$ cat config.mk
export PLATFORM = sky130hd
export DESIGN_NAME = pie_ctrl
export DESIGN_NICKNAME = d
export VERILOG_FILES = /design/src/include/pie_pkg.sv /design/src/rtl/pie_ctrl.sv
export VERILOG_INCLUDE_DIRS = /design/src /design/src/include
export SDC_FILE = /design/constraint.sdc
export NUM_CORES = 2
export LEC_CHECK = 0
export BUFFER_PORTS_ARGS = -buffer_cell sky130_fd_sc_hd__buf_2
export CAP_MARGIN = 0
export CORE_MARGIN = 2
export CORE_UTILIZATION = 38
export CTS_CLUSTER_DIAMETER = 150
export DETAILED_ROUTE_END_ITERATION = 7
export PLACE_DENSITY = 0.57
export SLEW_MARGIN = 20
export SYNTH_ARGS = -nofsm -noshare
export SYNTH_HDL_FRONTEND = slang
export SYNTH_SLANG_ARGS = --single-unit
$ cat constraint.sdc
create_clock -name pclk -period 42.6 [get_ports pclk]
set_input_delay 12.78 -clock pclk [delete_from_list [all_inputs] [get_ports pclk]]
set_output_delay 12.78 -clock pclk [all_outputs]
set_load 0.05 [all_outputs]
$ cat src/include/pie_regs.svh
`ifndef PIE_REGS_SVH
`define PIE_REGS_SVH
// ============================================================
// sizes
`define PIE_NSRC        28
`define PIE_NCH         8
// ============================================================
// apb offsets
`define PIE_OFF_STAT    12'h000
`define PIE_OFF_CLR     12'h004
`define PIE_OFF_IEN     12'h008
`define PIE_OFF_EDGE    12'h00C
`define PIE_PAGE_SRC    4'h1
`define PIE_PAGE_CH     4'h2
`define PIE_CH_SRCPTR   2'h0
`define PIE_CH_DSTPTR   2'h1
`define PIE_CH_CFG      2'h2
// ============================================================
// field layout
`define PIE_SRC_W       10
`define PIE_CFG_W       11
`define PIE_EDGE_RISE   0
`define PIE_EDGE_FALL   1
// ============================================================
// reset values
`define PIE_SRC_RST     10'h000
`define PIE_CFG_RST     11'h000
`define PIE_PTR_RST     16'h0000
`define PIE_EDGE_RSTV   16'h0000
`define PIE_ST_RST      8'h00
// ============================================================
// trap numbers
`define PIE_TRAP_EXT    7'h18
`define PIE_TRAP_GPT    7'h22
`define PIE_TRAP_SER    7'h2A
`define PIE_TRAP_XP     7'h40
`define PIE_TRAP_TXB    7'h47
// ============================================================
// timing
`define PIE_CLK_MHZ     50
`define PIE_LAT_MIN_NS  250
`define PIE_LAT_MAX_NS  600
`define PIE_LAT_MIN_CYC ((`PIE_LAT_MIN_NS * `PIE_CLK_MHZ + 999) / 1000)
`define PIE_LAT_MAX_CYC ((`PIE_LAT_MAX_NS * `PIE_CLK_MHZ) / 1000)
`define PIE_PATH_CYC    4
`endif

$ cat src/include/pie_pkg.sv
package pie_pkg;
  typedef enum logic [1:0] {SVC_IRQ, SVC_XFER, SVC_TRAP} pie_kind_e;

  typedef struct packed {
    logic [2:0] ch;
    logic       xfer;
    logic [3:0] lvl;
    logic       ie;
    logic       ir;
  } pie_src_s;

  typedef struct packed {
    logic       cont;
    logic       dinc;
    logic       word;
    logic [7:0] cnt;
  } pie_cfg_s;

  typedef struct packed {
    pie_cfg_s    cfg;
    logic [15:0] dst;
    logic [15:0] src;
  } pie_ch_s;

  typedef struct packed {
    pie_kind_e   kind;
    logic [8:0]  vec;
    logic [3:0]  lvl;
    logic [15:0] src;
    logic [15:0] dst;
    logic        word;
  } pie_svc_s;
endpackage

$ cat src/rtl/pie_ctrl.sv
`timescale 1ns/1ps
`include "pie_regs.svh"

// Contract
// - each source owns flag, enable, priority register
// - priority field picks one of sixteen levels
// - serve only above current core priority
// - standard service branches core to source vector
// - vector is four times trap number
// - source to trap number map as listed
// - software routes source to interrupt or transfer
// - transfer steals exactly one core cycle
// - move byte or word, bump one pointer
// - counter decrements unless continuous mode
// - counter zero turns request into interrupt
// - eight independent transfer channels
// - external inputs detect rising, falling, both
// - software can set node request flags
// - trap instruction vectors by its number
// - response latency 250ns to 600ns
module pie_ctrl (
  input  wire logic               pclk,
  input  wire logic               presetn,
  input  wire logic               psel,
  input  wire logic               penable,
  input  wire logic               pwrite,
  input  wire logic [11:0]        paddr,
  input  wire logic [31:0]        pwdata,
  output logic      [31:0]        prdata,
  output logic                    pready,
  output logic                    pslverr,
  input  wire logic [7:0]         ext_pin,
  input  wire logic [15:0]        periph_evt,
  input  wire logic               txbuf_evt,
  input  wire logic               trap_req,
  input  wire logic [6:0]         trap_num,
  input  wire logic [3:0]         cpu_lvl,
  input  wire logic               svc_ack,
  output logic                    svc_req,
  output pie_pkg::pie_svc_s       svc,
  output logic                    irq
);
  localparam int NSRC = `PIE_NSRC;
  localparam int NCH  = `PIE_NCH;

  // ==========================================================
  // trap number lookup
  function automatic logic [6:0] trap_of(input logic [4:0] idx);
    logic [6:0] t;
    t = 7'h00;
    if (idx < 5'h08)
      t = `PIE_TRAP_EXT + {2'h0, idx};
    else if (idx < 5'h0E)
      t = `PIE_TRAP_GPT + {2'h0, idx - 5'h08};
    else if (idx < 5'h14)
      t = `PIE_TRAP_SER + {2'h0, idx - 5'h0E};
    else if (idx < 5'h1B)
      t = `PIE_TRAP_XP + {2'h0, idx - 5'h14};
    else
      t = `PIE_TRAP_TXB;
    return t;
  endfunction

  // ==========================================================
  // address step of one transfer
  function automatic logic [15:0] ptr_step(input logic word);
    return word ? 16'h0002 : 16'h0001;
  endfunction

  // ==========================================================
  // state
  pie_pkg::pie_src_s src_ff [NSRC];
  pie_pkg::pie_src_s nxt_src [NSRC];
  pie_pkg::pie_ch_s  ch_ff [NCH];
  pie_pkg::pie_ch_s  nxt_ch [NCH];
  pie_pkg::pie_svc_s svc_ff;
  pie_pkg::pie_svc_s nxt_svc;
  logic [7:0]        st_ff;
  logic [7:0]        ien_ff;
  logic [15:0]       edge_ff;
  logic [7:0]        s1_ff;
  logic [7:0]        s2_ff;
  logic [7:0]        s3_ff;
  logic              trap_pend_ff;
  logic [6:0]        trap_num_ff;
  logic              req_ff;
  logic              nxt_req;
  logic [4:0]        win_ff;
  logic [4:0]        nxt_win;
  logic [31:0]       prdata_ff;
  logic [7:0]        ch_zero;

  // ==========================================================
  // apb decode
  wire        apb_wr   = psel & penable & pwrite;
  wire        apb_set  = psel & ~penable;
  wire [3:0]  page     = paddr[11:8];
  wire [4:0]  src_idx  = paddr[6:2];
  wire [2:0]  ch_idx   = paddr[6:4];
  wire [1:0]  ch_sub   = paddr[3:2];
  wire        sub_sptr = ch_sub == `PIE_CH_SRCPTR;
  wire        sub_dptr = ch_sub == `PIE_CH_DSTPTR;
  wire        hit_stat = paddr == `PIE_OFF_STAT;
  wire        hit_clr  = paddr == `PIE_OFF_CLR;
  wire        hit_ien  = paddr == `PIE_OFF_IEN;
  wire        hit_edge = paddr == `PIE_OFF_EDGE;
  wire        hit_src  = page == `PIE_PAGE_SRC && paddr[7] == 1'b0
                         && paddr[1:0] == 2'h0 && src_idx < 5'(NSRC);
  wire        hit_ch   = page == `PIE_PAGE_CH && paddr[7] == 1'b0
                         && paddr[1:0] == 2'h0 && ch_sub != 2'h3;
  wire        hit      = hit_stat | hit_clr | hit_ien | hit_edge | hit_src | hit_ch;
  wire [7:0]  clr_mask = (apb_wr && hit_clr) ? pwdata[7:0] : 8'h00;

  assign pready  = 1'b1;
  assign pslverr = psel & penable & ~hit;
  assign prdata  = prdata_ff;

  logic [31:0] rd_val;
  always_comb begin
    rd_val = 32'h0000_0000;
    if (hit_stat)
      rd_val = {24'h00_0000, st_ff};
    else if (hit_ien)
      rd_val = {24'h00_0000, ien_ff};
    else if (hit_edge)
      rd_val = {16'h0000, edge_ff};
    else if (hit_src)
      rd_val = {22'h0, src_ff[src_idx]};
    else if (hit_ch && sub_sptr)
      rd_val = {16'h0000, ch_ff[ch_idx].src};
    else if (hit_ch && sub_dptr)
      rd_val = {16'h0000, ch_ff[ch_idx].dst};
    else if (hit_ch)
      rd_val = {21'h0, ch_ff[ch_idx].cfg};
  end

  // ==========================================================
  // external edge detect
  wire [7:0]  rise     = s2_ff & ~s3_ff;
  wire [7:0]  fall     = ~s2_ff & s3_ff;
  logic [7:0] ext_edge;
  always_comb begin
    for (int i = 0; i < 8; i++) begin
      ext_edge[i] = (edge_ff[2*i + `PIE_EDGE_RISE] & rise[i])
                  | (edge_ff[2*i + `PIE_EDGE_FALL] & fall[i]);
    end
  end

  // software nodes 24..26 have no hardware event
  wire [27:0] hw_set = {txbuf_evt, 3'h0, periph_evt, ext_edge};

  // ==========================================================
  // arbitration
  logic       found;
  logic [4:0] best;
  logic [3:0] best_lvl;
  always_comb begin
    found    = 1'b0;
    best     = 5'h00;
    best_lvl = 4'h0;
    // ascending index equals ascending trap number
    for (int i = 0; i < NSRC; i++) begin
      if (src_ff[i].ir && src_ff[i].ie && (!found || src_ff[i].lvl > best_lvl)) begin
        found    = 1'b1;
        best     = 5'(i);
        best_lvl = src_ff[i].lvl;
      end
    end
  end

  wire                    win_ok  = found && best_lvl > cpu_lvl;
  wire pie_pkg::pie_src_s win_src = src_ff[best];
  wire pie_pkg::pie_ch_s  win_ch  = ch_ff[win_src.ch];
  wire                    win_xfr = win_src.xfer
                                    && (win_ch.cfg.cont || win_ch.cfg.cnt != 8'h00);
  wire                    accept  = req_ff & svc_ack;
  wire                    acc_xfr = accept && svc_ff.kind == pie_pkg::SVC_XFER;
  wire                    acc_src = accept && svc_ff.kind != pie_pkg::SVC_TRAP;
  wire [2:0]              acc_ch  = src_ff[win_ff].ch;

  // ==========================================================
  // service request to core
  always_comb begin
    nxt_req = req_ff & ~svc_ack;
    nxt_svc = svc_ff;
    nxt_win = win_ff;
    if (!req_ff) begin
      if (trap_pend_ff) begin
        nxt_req      = 1'b1;
        nxt_svc      = '0;
        nxt_svc.kind = pie_pkg::SVC_TRAP;
        nxt_svc.vec  = {trap_num_ff, 2'h0};
        nxt_svc.lvl  = cpu_lvl;
      end else if (win_ok) begin
        nxt_req      = 1'b1;
        nxt_win      = best;
        nxt_svc.kind = win_xfr ? pie_pkg::SVC_XFER : pie_pkg::SVC_IRQ;
        nxt_svc.vec  = {trap_of(best), 2'h0};
        nxt_svc.lvl  = best_lvl;
        nxt_svc.src  = win_ch.src;
        nxt_svc.dst  = win_ch.dst;
        nxt_svc.word = win_ch.cfg.word;
      end
    end
  end

  assign svc_req = req_ff;
  assign svc     = svc_ff;
  assign irq     = |(st_ff & ien_ff);

  // ==========================================================
  // source control registers
  always_comb begin
    for (int i = 0; i < NSRC; i++) begin
      nxt_src[i] = src_ff[i];
      if (apb_wr && hit_src && src_idx == 5'(i))
        nxt_src[i] = pie_pkg::pie_src_s'(pwdata[`PIE_SRC_W-1:0]);
      if (acc_src && win_ff == 5'(i))
        nxt_src[i].ir = 1'b0;
      if (hw_set[i])
        nxt_src[i].ir = 1'b1;
    end
  end

  // ==========================================================
  // transfer channels
  always_comb begin
    ch_zero = 8'h00;
    for (int c = 0; c < NCH; c++) begin
      nxt_ch[c] = ch_ff[c];
      if (apb_wr && hit_ch && ch_idx == 3'(c)) begin
        if (sub_sptr)
          nxt_ch[c].src = pwdata[15:0];
        else if (sub_dptr)
          nxt_ch[c].dst = pwdata[15:0];
        else
          nxt_ch[c].cfg = pie_pkg::pie_cfg_s'(pwdata[`PIE_CFG_W-1:0]);
      end
      // one accept cycle is the only cycle taken from the core
      if (acc_xfr && acc_ch == 3'(c)) begin
        if (ch_ff[c].cfg.dinc)
          nxt_ch[c].dst = ch_ff[c].dst + ptr_step(ch_ff[c].cfg.word);
        else
          nxt_ch[c].src = ch_ff[c].src + ptr_step(ch_ff[c].cfg.word);
        if (!ch_ff[c].cfg.cont) begin
          nxt_ch[c].cfg.cnt = ch_ff[c].cfg.cnt - 8'h01;
          ch_zero[c]        = ch_ff[c].cfg.cnt == 8'h01;
        end
      end
    end
  end

  // ==========================================================
  // flops
  always_ff @(posedge pclk or negedge presetn) begin
    if (!presetn) begin
      for (int i = 0; i < NSRC; i++)
        src_ff[i] <= pie_pkg::pie_src_s'(`PIE_SRC_RST);
    end else begin
      src_ff <= nxt_src;
    end
  end

  always_ff @(posedge pclk or negedge presetn) begin
    if (!presetn) begin
      for (int c = 0; c < NCH; c++)
        ch_ff[c] <= {pie_pkg::pie_cfg_s'(`PIE_CFG_RST), `PIE_PTR_RST, `PIE_PTR_RST};
    end else begin
      ch_ff <= nxt_ch;
    end
  end

  always_ff @(posedge pclk or negedge presetn) begin
    if (!presetn) begin
      req_ff <= 1'b0;
      svc_ff <= '0;
      win_ff <= 5'h00;
    end else begin
      req_ff <= nxt_req;
      svc_ff <= nxt_svc;
      win_ff <= nxt_win;
    end
  end

  always_ff @(posedge pclk or negedge presetn) begin
    if (!presetn) begin
      trap_pend_ff <= 1'b0;
      trap_num_ff  <= 7'h00;
    end else if (trap_req && !trap_pend_ff) begin
      trap_pend_ff <= 1'b1;
      trap_num_ff  <= trap_num;
    end else if (accept && svc_ff.kind == pie_pkg::SVC_TRAP) begin
      trap_pend_ff <= 1'b0;
    end
  end

  always_ff @(posedge pclk or negedge presetn) begin
    if (!presetn) begin
      s1_ff <= 8'h00;
      s2_ff <= 8'h00;
      s3_ff <= 8'h00;
    end else begin
      s1_ff <= ext_pin;
      s2_ff <= s1_ff;
      s3_ff <= s2_ff;
    end
  end

  // ==========================================================
  // status, enable and edge configuration
  // set beats clear when both land on one edge
  always_ff @(posedge pclk or negedge presetn) begin
    if (!presetn) begin
      st_ff <= `PIE_ST_RST;
    end else begin
      st_ff <= (st_ff & ~clr_mask) | ch_zero;
    end
  end

  always_ff @(posedge pclk or negedge presetn) begin
    if (!presetn) begin
      ien_ff  <= `PIE_ST_RST;
      edge_ff <= `PIE_EDGE_RSTV;
    end else begin
      if (apb_wr && hit_ien)
        ien_ff <= pwdata[7:0];
      if (apb_wr && hit_edge)
        edge_ff <= pwdata[15:0];
    end
  end

  // ==========================================================
  // read data, captured in the setup cycle
  always_ff @(posedge pclk or negedge presetn) begin
    if (!presetn) begin
      prdata_ff <= 32'h0000_0000;
    end else if (apb_set && !pwrite) begin
      prdata_ff <= rd_val;
    end
  end
endmodule

Word-level counts from Yosys, hierarchy flattened:

Cells that the tools add are included.
W data, S select, Z words.

* add/subtract/negate cells: 31
* $mul: 0
* div/mod/pow operators: 0
* order comparisons: 38
* equality and inequality tests: 86
* shift operators: 0
* mux-type cells: 295
* bitwise gates (word level): 56
* reductions and logical operators: 253

Operators with widths (number)
* $mux W40: 16
* $mux W16: 34
* $bmux W43 S3: 2
* $mux W24: 8
* $mux W43: 4
* $bmux W10 S5: 3
* $logic_and A1 B1 Y1: 147
* $mux W8: 17
* $mux W1: 132
* $mux W5: 26
* $add A16 B16 Y16: 8
* $add A16 B2 Y16: 8
* $mux W32: 4
* $eq A5 B5 Y1 const B: 24
* $gt A4 B4 Y1: 28
* $mux W4: 28
* $mux W48: 2
* $eq A5 B4 Y1 const B: 16
* $reduce_bool A3 Y1: 25
* $eq A8 B1 Y1 const B: 8
* $sub A8 B1 Y8 const B: 8
* $mux W10: 6
* $eq A5 B3 Y1 const B: 8
* $and A8 B8 Y8: 4
* other kinds (42): 193

* bits in registers: 774
* bits in latches: 0
* bits in writable memories: 0
* memory bits (read-only): 0
* output and inout port bits: 84
* memories: 0

Longest topological paths before layout:

* word-level depth: 124
* mapped depth: 254

Worst setup path after synthesis:

No wires, ideal clock.

* kind: register to register
* start: register src_ff[271] (netlist bit)
* end: register svc_ff (netlist bit svc[0])
* setup time: 0.144 ns
* data arrival time: 43.618 ns
* path slack: -1.162 ns
* stages on the path, launching flop included: 231
* period minus slack after synthesis: 43.762 ns
* cells stage by stage: dfrtp_1 -> buf_4 -> and3_1 -> ha_1 -> nand4_1 -> o21bai_1 -> a21oi_1 -> o21ai_0 -> inv_1 -> ha_1 -> nor2b_1 -> o211ai_1 -> a31oi_1 -> o21ai_0 -> ha_1 -> nor2b_1 -> o211ai_1 -> a21oi_1 -> [... 195 more ...] -> nand2b_1 -> a21oi_1 -> a41o_1 -> a21oi_1 -> or3_1 -> o21ai_0 -> a21oi_1 -> ha_1 -> nor2b_1 -> o21a_1 -> o21a_1 -> o21ai_0 -> a31oi_1 -> nand2_1 -> nor2_1 -> nand2_1 -> buf_1 -> o211ai_1

* word-level cells in the longest chain between the ends: 120

Ends and longest elaborated chain
* start, declared: RTL line pie_ctrl.sv:72 `pie_pkg::pie_src_s src_ff [NSRC];`
* start signal, assigned by index: RTL line pie_ctrl.sv:258 `` src_ff[i] <= pie_pkg::pie_src_s'(`PIE_SRC_RST); ``
* start signal, assigned: RTL line pie_ctrl.sv:260 `src_ff <= nxt_src;`
* $logic_and A1 B1 Y1 (*): RTL line pie_ctrl.sv:163 `if (src_ff[i].ir && src_ff[i].ie && (!found || src_ff[i].lvl > best_lvl)) begin`
* $mux W4 or $mux W1 (tied branches): RTL line pie_ctrl.sv:163
* $gt A4 B4 Y1 or $logic_not A1 Y1 (tied branches): RTL line pie_ctrl.sv:163
* $logic_or A1 B1 Y1: RTL line pie_ctrl.sv:163
* $logic_and A1 B1 Y1: RTL line pie_ctrl.sv:163
* $mux W4 or $mux W1 (tied branches): RTL line pie_ctrl.sv:163
* $gt A4 B4 Y1 or $logic_not A1 Y1 (tied branches): RTL line pie_ctrl.sv:163
* $logic_or A1 B1 Y1: RTL line pie_ctrl.sv:163
* [... 102 more ...]
* $not A5 Y6 (implied by the code): RTL line pie_ctrl.sv:172 `wire pie_pkg::pie_src_s win_src = src_ff[best];`
* $bmux W10 S5: RTL line pie_ctrl.sv:172
* $mux W10 (implied by the code) (2 in series): RTL line pie_ctrl.sv:172
* $not A3 Y4 (implied by the code): RTL line pie_ctrl.sv:173 `wire pie_pkg::pie_ch_s win_ch = ch_ff[win_src.ch];`
* $bmux W43 S3: RTL line pie_ctrl.sv:173
* $mux W43 (implied by the code) (2 in series): RTL line pie_ctrl.sv:173
* $mux W48: RTL line pie_ctrl.sv:194 `end else if (win_ok) begin`
* $mux W48: RTL line pie_ctrl.sv:188 `if (trap_pend_ff) begin`
* end signal, assigned: RTL line pie_ctrl.sv:280 `svc_ff <= nxt_svc;`
* end, declared: RTL line pie_ctrl.sv:76 `pie_pkg::pie_svc_s svc_ff;`

Mark *: on every way between the ends. The rest lies on a longest branch, timed or not. The select of a mux whose other input is x is not followed.
A chain may end at the register's enable or synchronous reset.

Worst setup path after layout:

* start: register src_ff[271] (netlist bit)
* end: register svc_ff (netlist bit svc[26])

The elaborated chain is that of the path after synthesis.

==> metrics.md <==
| Metric | Value |
|---|---|
| Final setup vio count | `0` |
| Antenna-violating nets left | `0` |
| HP Class | `flip-flop to flip-flop` |
| Clock Path Buffers | `3` |
| Share of layout cells above drive strength 1 | `0.2847` |
| Final Cycle Share | `0.9819` |
| Area delta synth->final | `22.41%` |
| Syn Inst Count | `5547` |
| DRT Wirelength | `202900 µm` |
| Worst path arrival time | `42.45 ns` |
| Cell mode on critical path | `ha_4` |
| Core area | `135100 µm²` |
| Initial Utilization | `0.3823` |
| First-pass DRT Iterations | `8` |
| DR WL/cell | `25.84 µm` |
| Placed Area | `56770 µm²` |
| Seq/Total Area, Yosys | `0.3662` |
| Global Route Usage Sum | `0.2772` |
| Largest cells by area after synthesis | `dfrtp_1 37%, mux4_2 8.8%, mux2_2 6.5%` |
| Seq pwr share | `0.419` |
| Largest net degree at the start of global routing | `89` |
| Slowest-stage cell, CP | `or4_4` |
| # DRC | `0` |
| PortBufs | `135` |
| Ys async rst share | `1.000` |
| Worst-Margin Slew | `1.246 ns` |
| # IOs | `171` |
| Netlist cell types | `105` |
| Internal Power | `1.299 mW` |
| Area of the die | `138900 µm²` |
| Max-capacitance violation count | `0` |
| Most numerous cell in the Yosys netlist | `dfrtp_1` |
| Final hold violation count | `0` |
| Psw | `471.7 µW` |
| Top-area cell type share of the netlist area | `0.3662` |
| Avg Synthesized Cell Area | `9.313 µm²` |
| DR iter-0 viols | `4975` |
| H-tree levels | `3` |
| Util after Layout | `0.4680` |
| Static Leak | `27.43 nW` |
| Peak VDD IR | `0.00003255 V` |
| Clock tree root buffer cell | `clkbuf_16` |
| Kind of critical path | `flip-flop to flip-flop` |
| Number of synthesized register bits | `756` |
| Worst Skew | `0.02352 ns` |
| Sw Ratio | `0.2665` |
| Status | `completed` |
| Ant diodes | `0` |
| Total clock buffers created by CTS | `91` |
| Count of warnings emitted by yosys | `0` |
| Combinational Power Share | `0.093` |
| Req. time, crit path | `43.22 ns` |
| Clock network power share | `0.488` |
| Vias per cell | `6.166` |
| Fin nets | `6253` |
| Crit path largest cell delay | `0.50 ns` |
| Worst-path clk slew | `0.06 ns` |
| Clock Latency Late Sink | `0.72 ns` |
| Vias | `48420` |
| Dpl ws | `-2.237 ns` |
| Initial antenna violation count | `6` |
| Sink count of the clock tree | `756` |
| First-pass GRT wire length | `295400 µm` |
| Setup crit end kind | `flip-flop` |
| Die Ht | `372.7 µm` |
| Post-synth EDFFs | `0` |
| Crit start category | `flip-flop` |
| Minimum clock period | `41.83 ns` |
| CTS tree | `done` |
| Die width | `372.7 µm` |
| PD cells | `27.99 nW/µm²` |
| Achievable frequency | `23.91 MHz` |
| Slew Limit Fails | `0` |
| Crit Path Max Fanout | `8` |
| Unrepaired setup endpoints after global routing | `yes` |
| Post-synth top cells | `756 x dfrtp_1, 631 x nand2_1, 547 x nor2_1` |
| Top FF cell, synth | `dfrtp_1` |
| Finished Cell Area | `63240 µm²` |
| Gpl congestion | `0.9608` |
| DP HPWL | `141000 µm` |
| Row cnt | `135` |
| Vias in the first global route | `45850` |
| Setup TNS | `0 ns` |
| PnR worst setup slack | `0.7712 ns` |
| Worst rel slew slack | `0.1675` |
| Overflow after GRT | `0` |
| Post-Syn Area | `51660 µm²` |
| Post-synth top area cell | `dfrtp_1` |
cell type report:
cell class | instances | area, µm²
clock inverters | 31 | 574.3
well taps | 1781 | 2228
clock buffers | 133 | 2646
flip-flops and latches | 756 | 18920
repair buffers | 699 | 5406
fillers | 12700 | 71890
inverters | 231 | 874.6
multi-input cells | 4222 | 32590
placed cells by master (no fill, tap or decap), drive strengths merged, types with 143 or more instances in the layout:
| master | instances |
|---|---|
| a21oi | 362 |
| o21ai | 393 |
| inv | 234 |
| buf | 692 |
| nor2 | 547 |
| dfrtp | 756 |
| mux4 | 201 |
| nand2 | 631 |
| mux2i | 194 |
| ha | 149 |
| nand3 | 143 |
| mux2 | 318 |
layer usage:
metal,up-vias,routed length [µm],share of wire,GRT usage
met5,-,25,0.00012,0
met2,2280,93690,0.46,0.4424
met3,440,16820,0.083,0.05194
met4,4,9812,0.048,0.1147
met1,24260,82540,0.41,0.3694
li1,21440,-,-,-
flip-flops by register name (all words and copies together) (netlist names):
name and flops:
ch_ff 344, edge_ff 16, ien_ff 8, prdata 16, s1_ff 8, s2_ff 8, s3_ff 8, src_ff 280
st_ff 8, svc 46, svc_req 1, trap_num_ff 7, trap_pend_ff 1, win_ff 5
logic make-up after synthesis:
| group | Yosys count | share of synthesized area |
|---|---|---|
| compound gates | 1509 | 0.1888 |
| xor+xnor | 2 | 0.0003391 |
| fa+ha+maj | 168 | 0.04287 |
| buf+inv | 586 | 0.04670 |
| flops | 756 | 0.3662 |
| mux | 713 | 0.1947 |
| other cells | 2 | 0.0001454 |
| simple gates | 1811 | 0.1603 |
worst paths after layout:
path	from	end	slack (ns)	depth (start not counted)
worst max register to register	src_ff[271]	svc[26]	0.77	240
worst min-delay path	s1_ff[3]	s2_ff[3]	0.35	0
worst min register to register	s1_ff[3]	s2_ff[3]	0.35	0
worst max-delay path	src_ff[271]	svc[26]	0.77	240
min in group asynchronous	presetn	prdata[11]	12.08	1
max in group asynchronous	presetn	src_ff[161]	26.70	5
power groups by stage:
stage               clock, mW  sequential (mW)  combinational [mW]
floorplan                   0            0.770              0.0743
finish                  0.864            0.742               0.164
CTS                     0.871            0.742               0.159
global placement            0            0.755               0.157
global route            0.898            0.744               0.173
detailed placement          0            0.755               0.158
metrics by stage:
| stage | cells | hold WS, ns | total power [mW] |
|---|---|---|---|
| 6_report | 7853 | 0.3453 | 1.770 |
| 5_1_grt | 7853 | 0.3587 | 1.815 |
| 4_1_cts | 7772 | 0.3487 | 1.773 |
| 3_5_place_dp | 7570 | 0.3356 | 0.9132 |
| 3_3_place_gp | 7570 | 0.3350 | 0.9118 |
| 2_1_floorplan | 5564 | 0.3312 | 0.8440 |
worst max-delay path, delay by kind of cell (launching register included):
family                     cells  cell delay [ns]
buffers and inverters         37             4.44
adders and majority gates     29             7.43
AOI/OAI and AO/OA            112            17.64
and+or+nand+nor               48             7.75
DFF                            1             0.44
muxes                         14             3.82
timing repair:
item,4_1_cts,5_1_grt
gates resized for setup,92,343
setup endpoints to repair,52,52
cloned,1,9
hold endpoints to repair,0,0
buffers inserted,37,73
hold buffers,0,0
pin swaps,36,209
No activity file was read; power rests on OpenSTA's default activity.
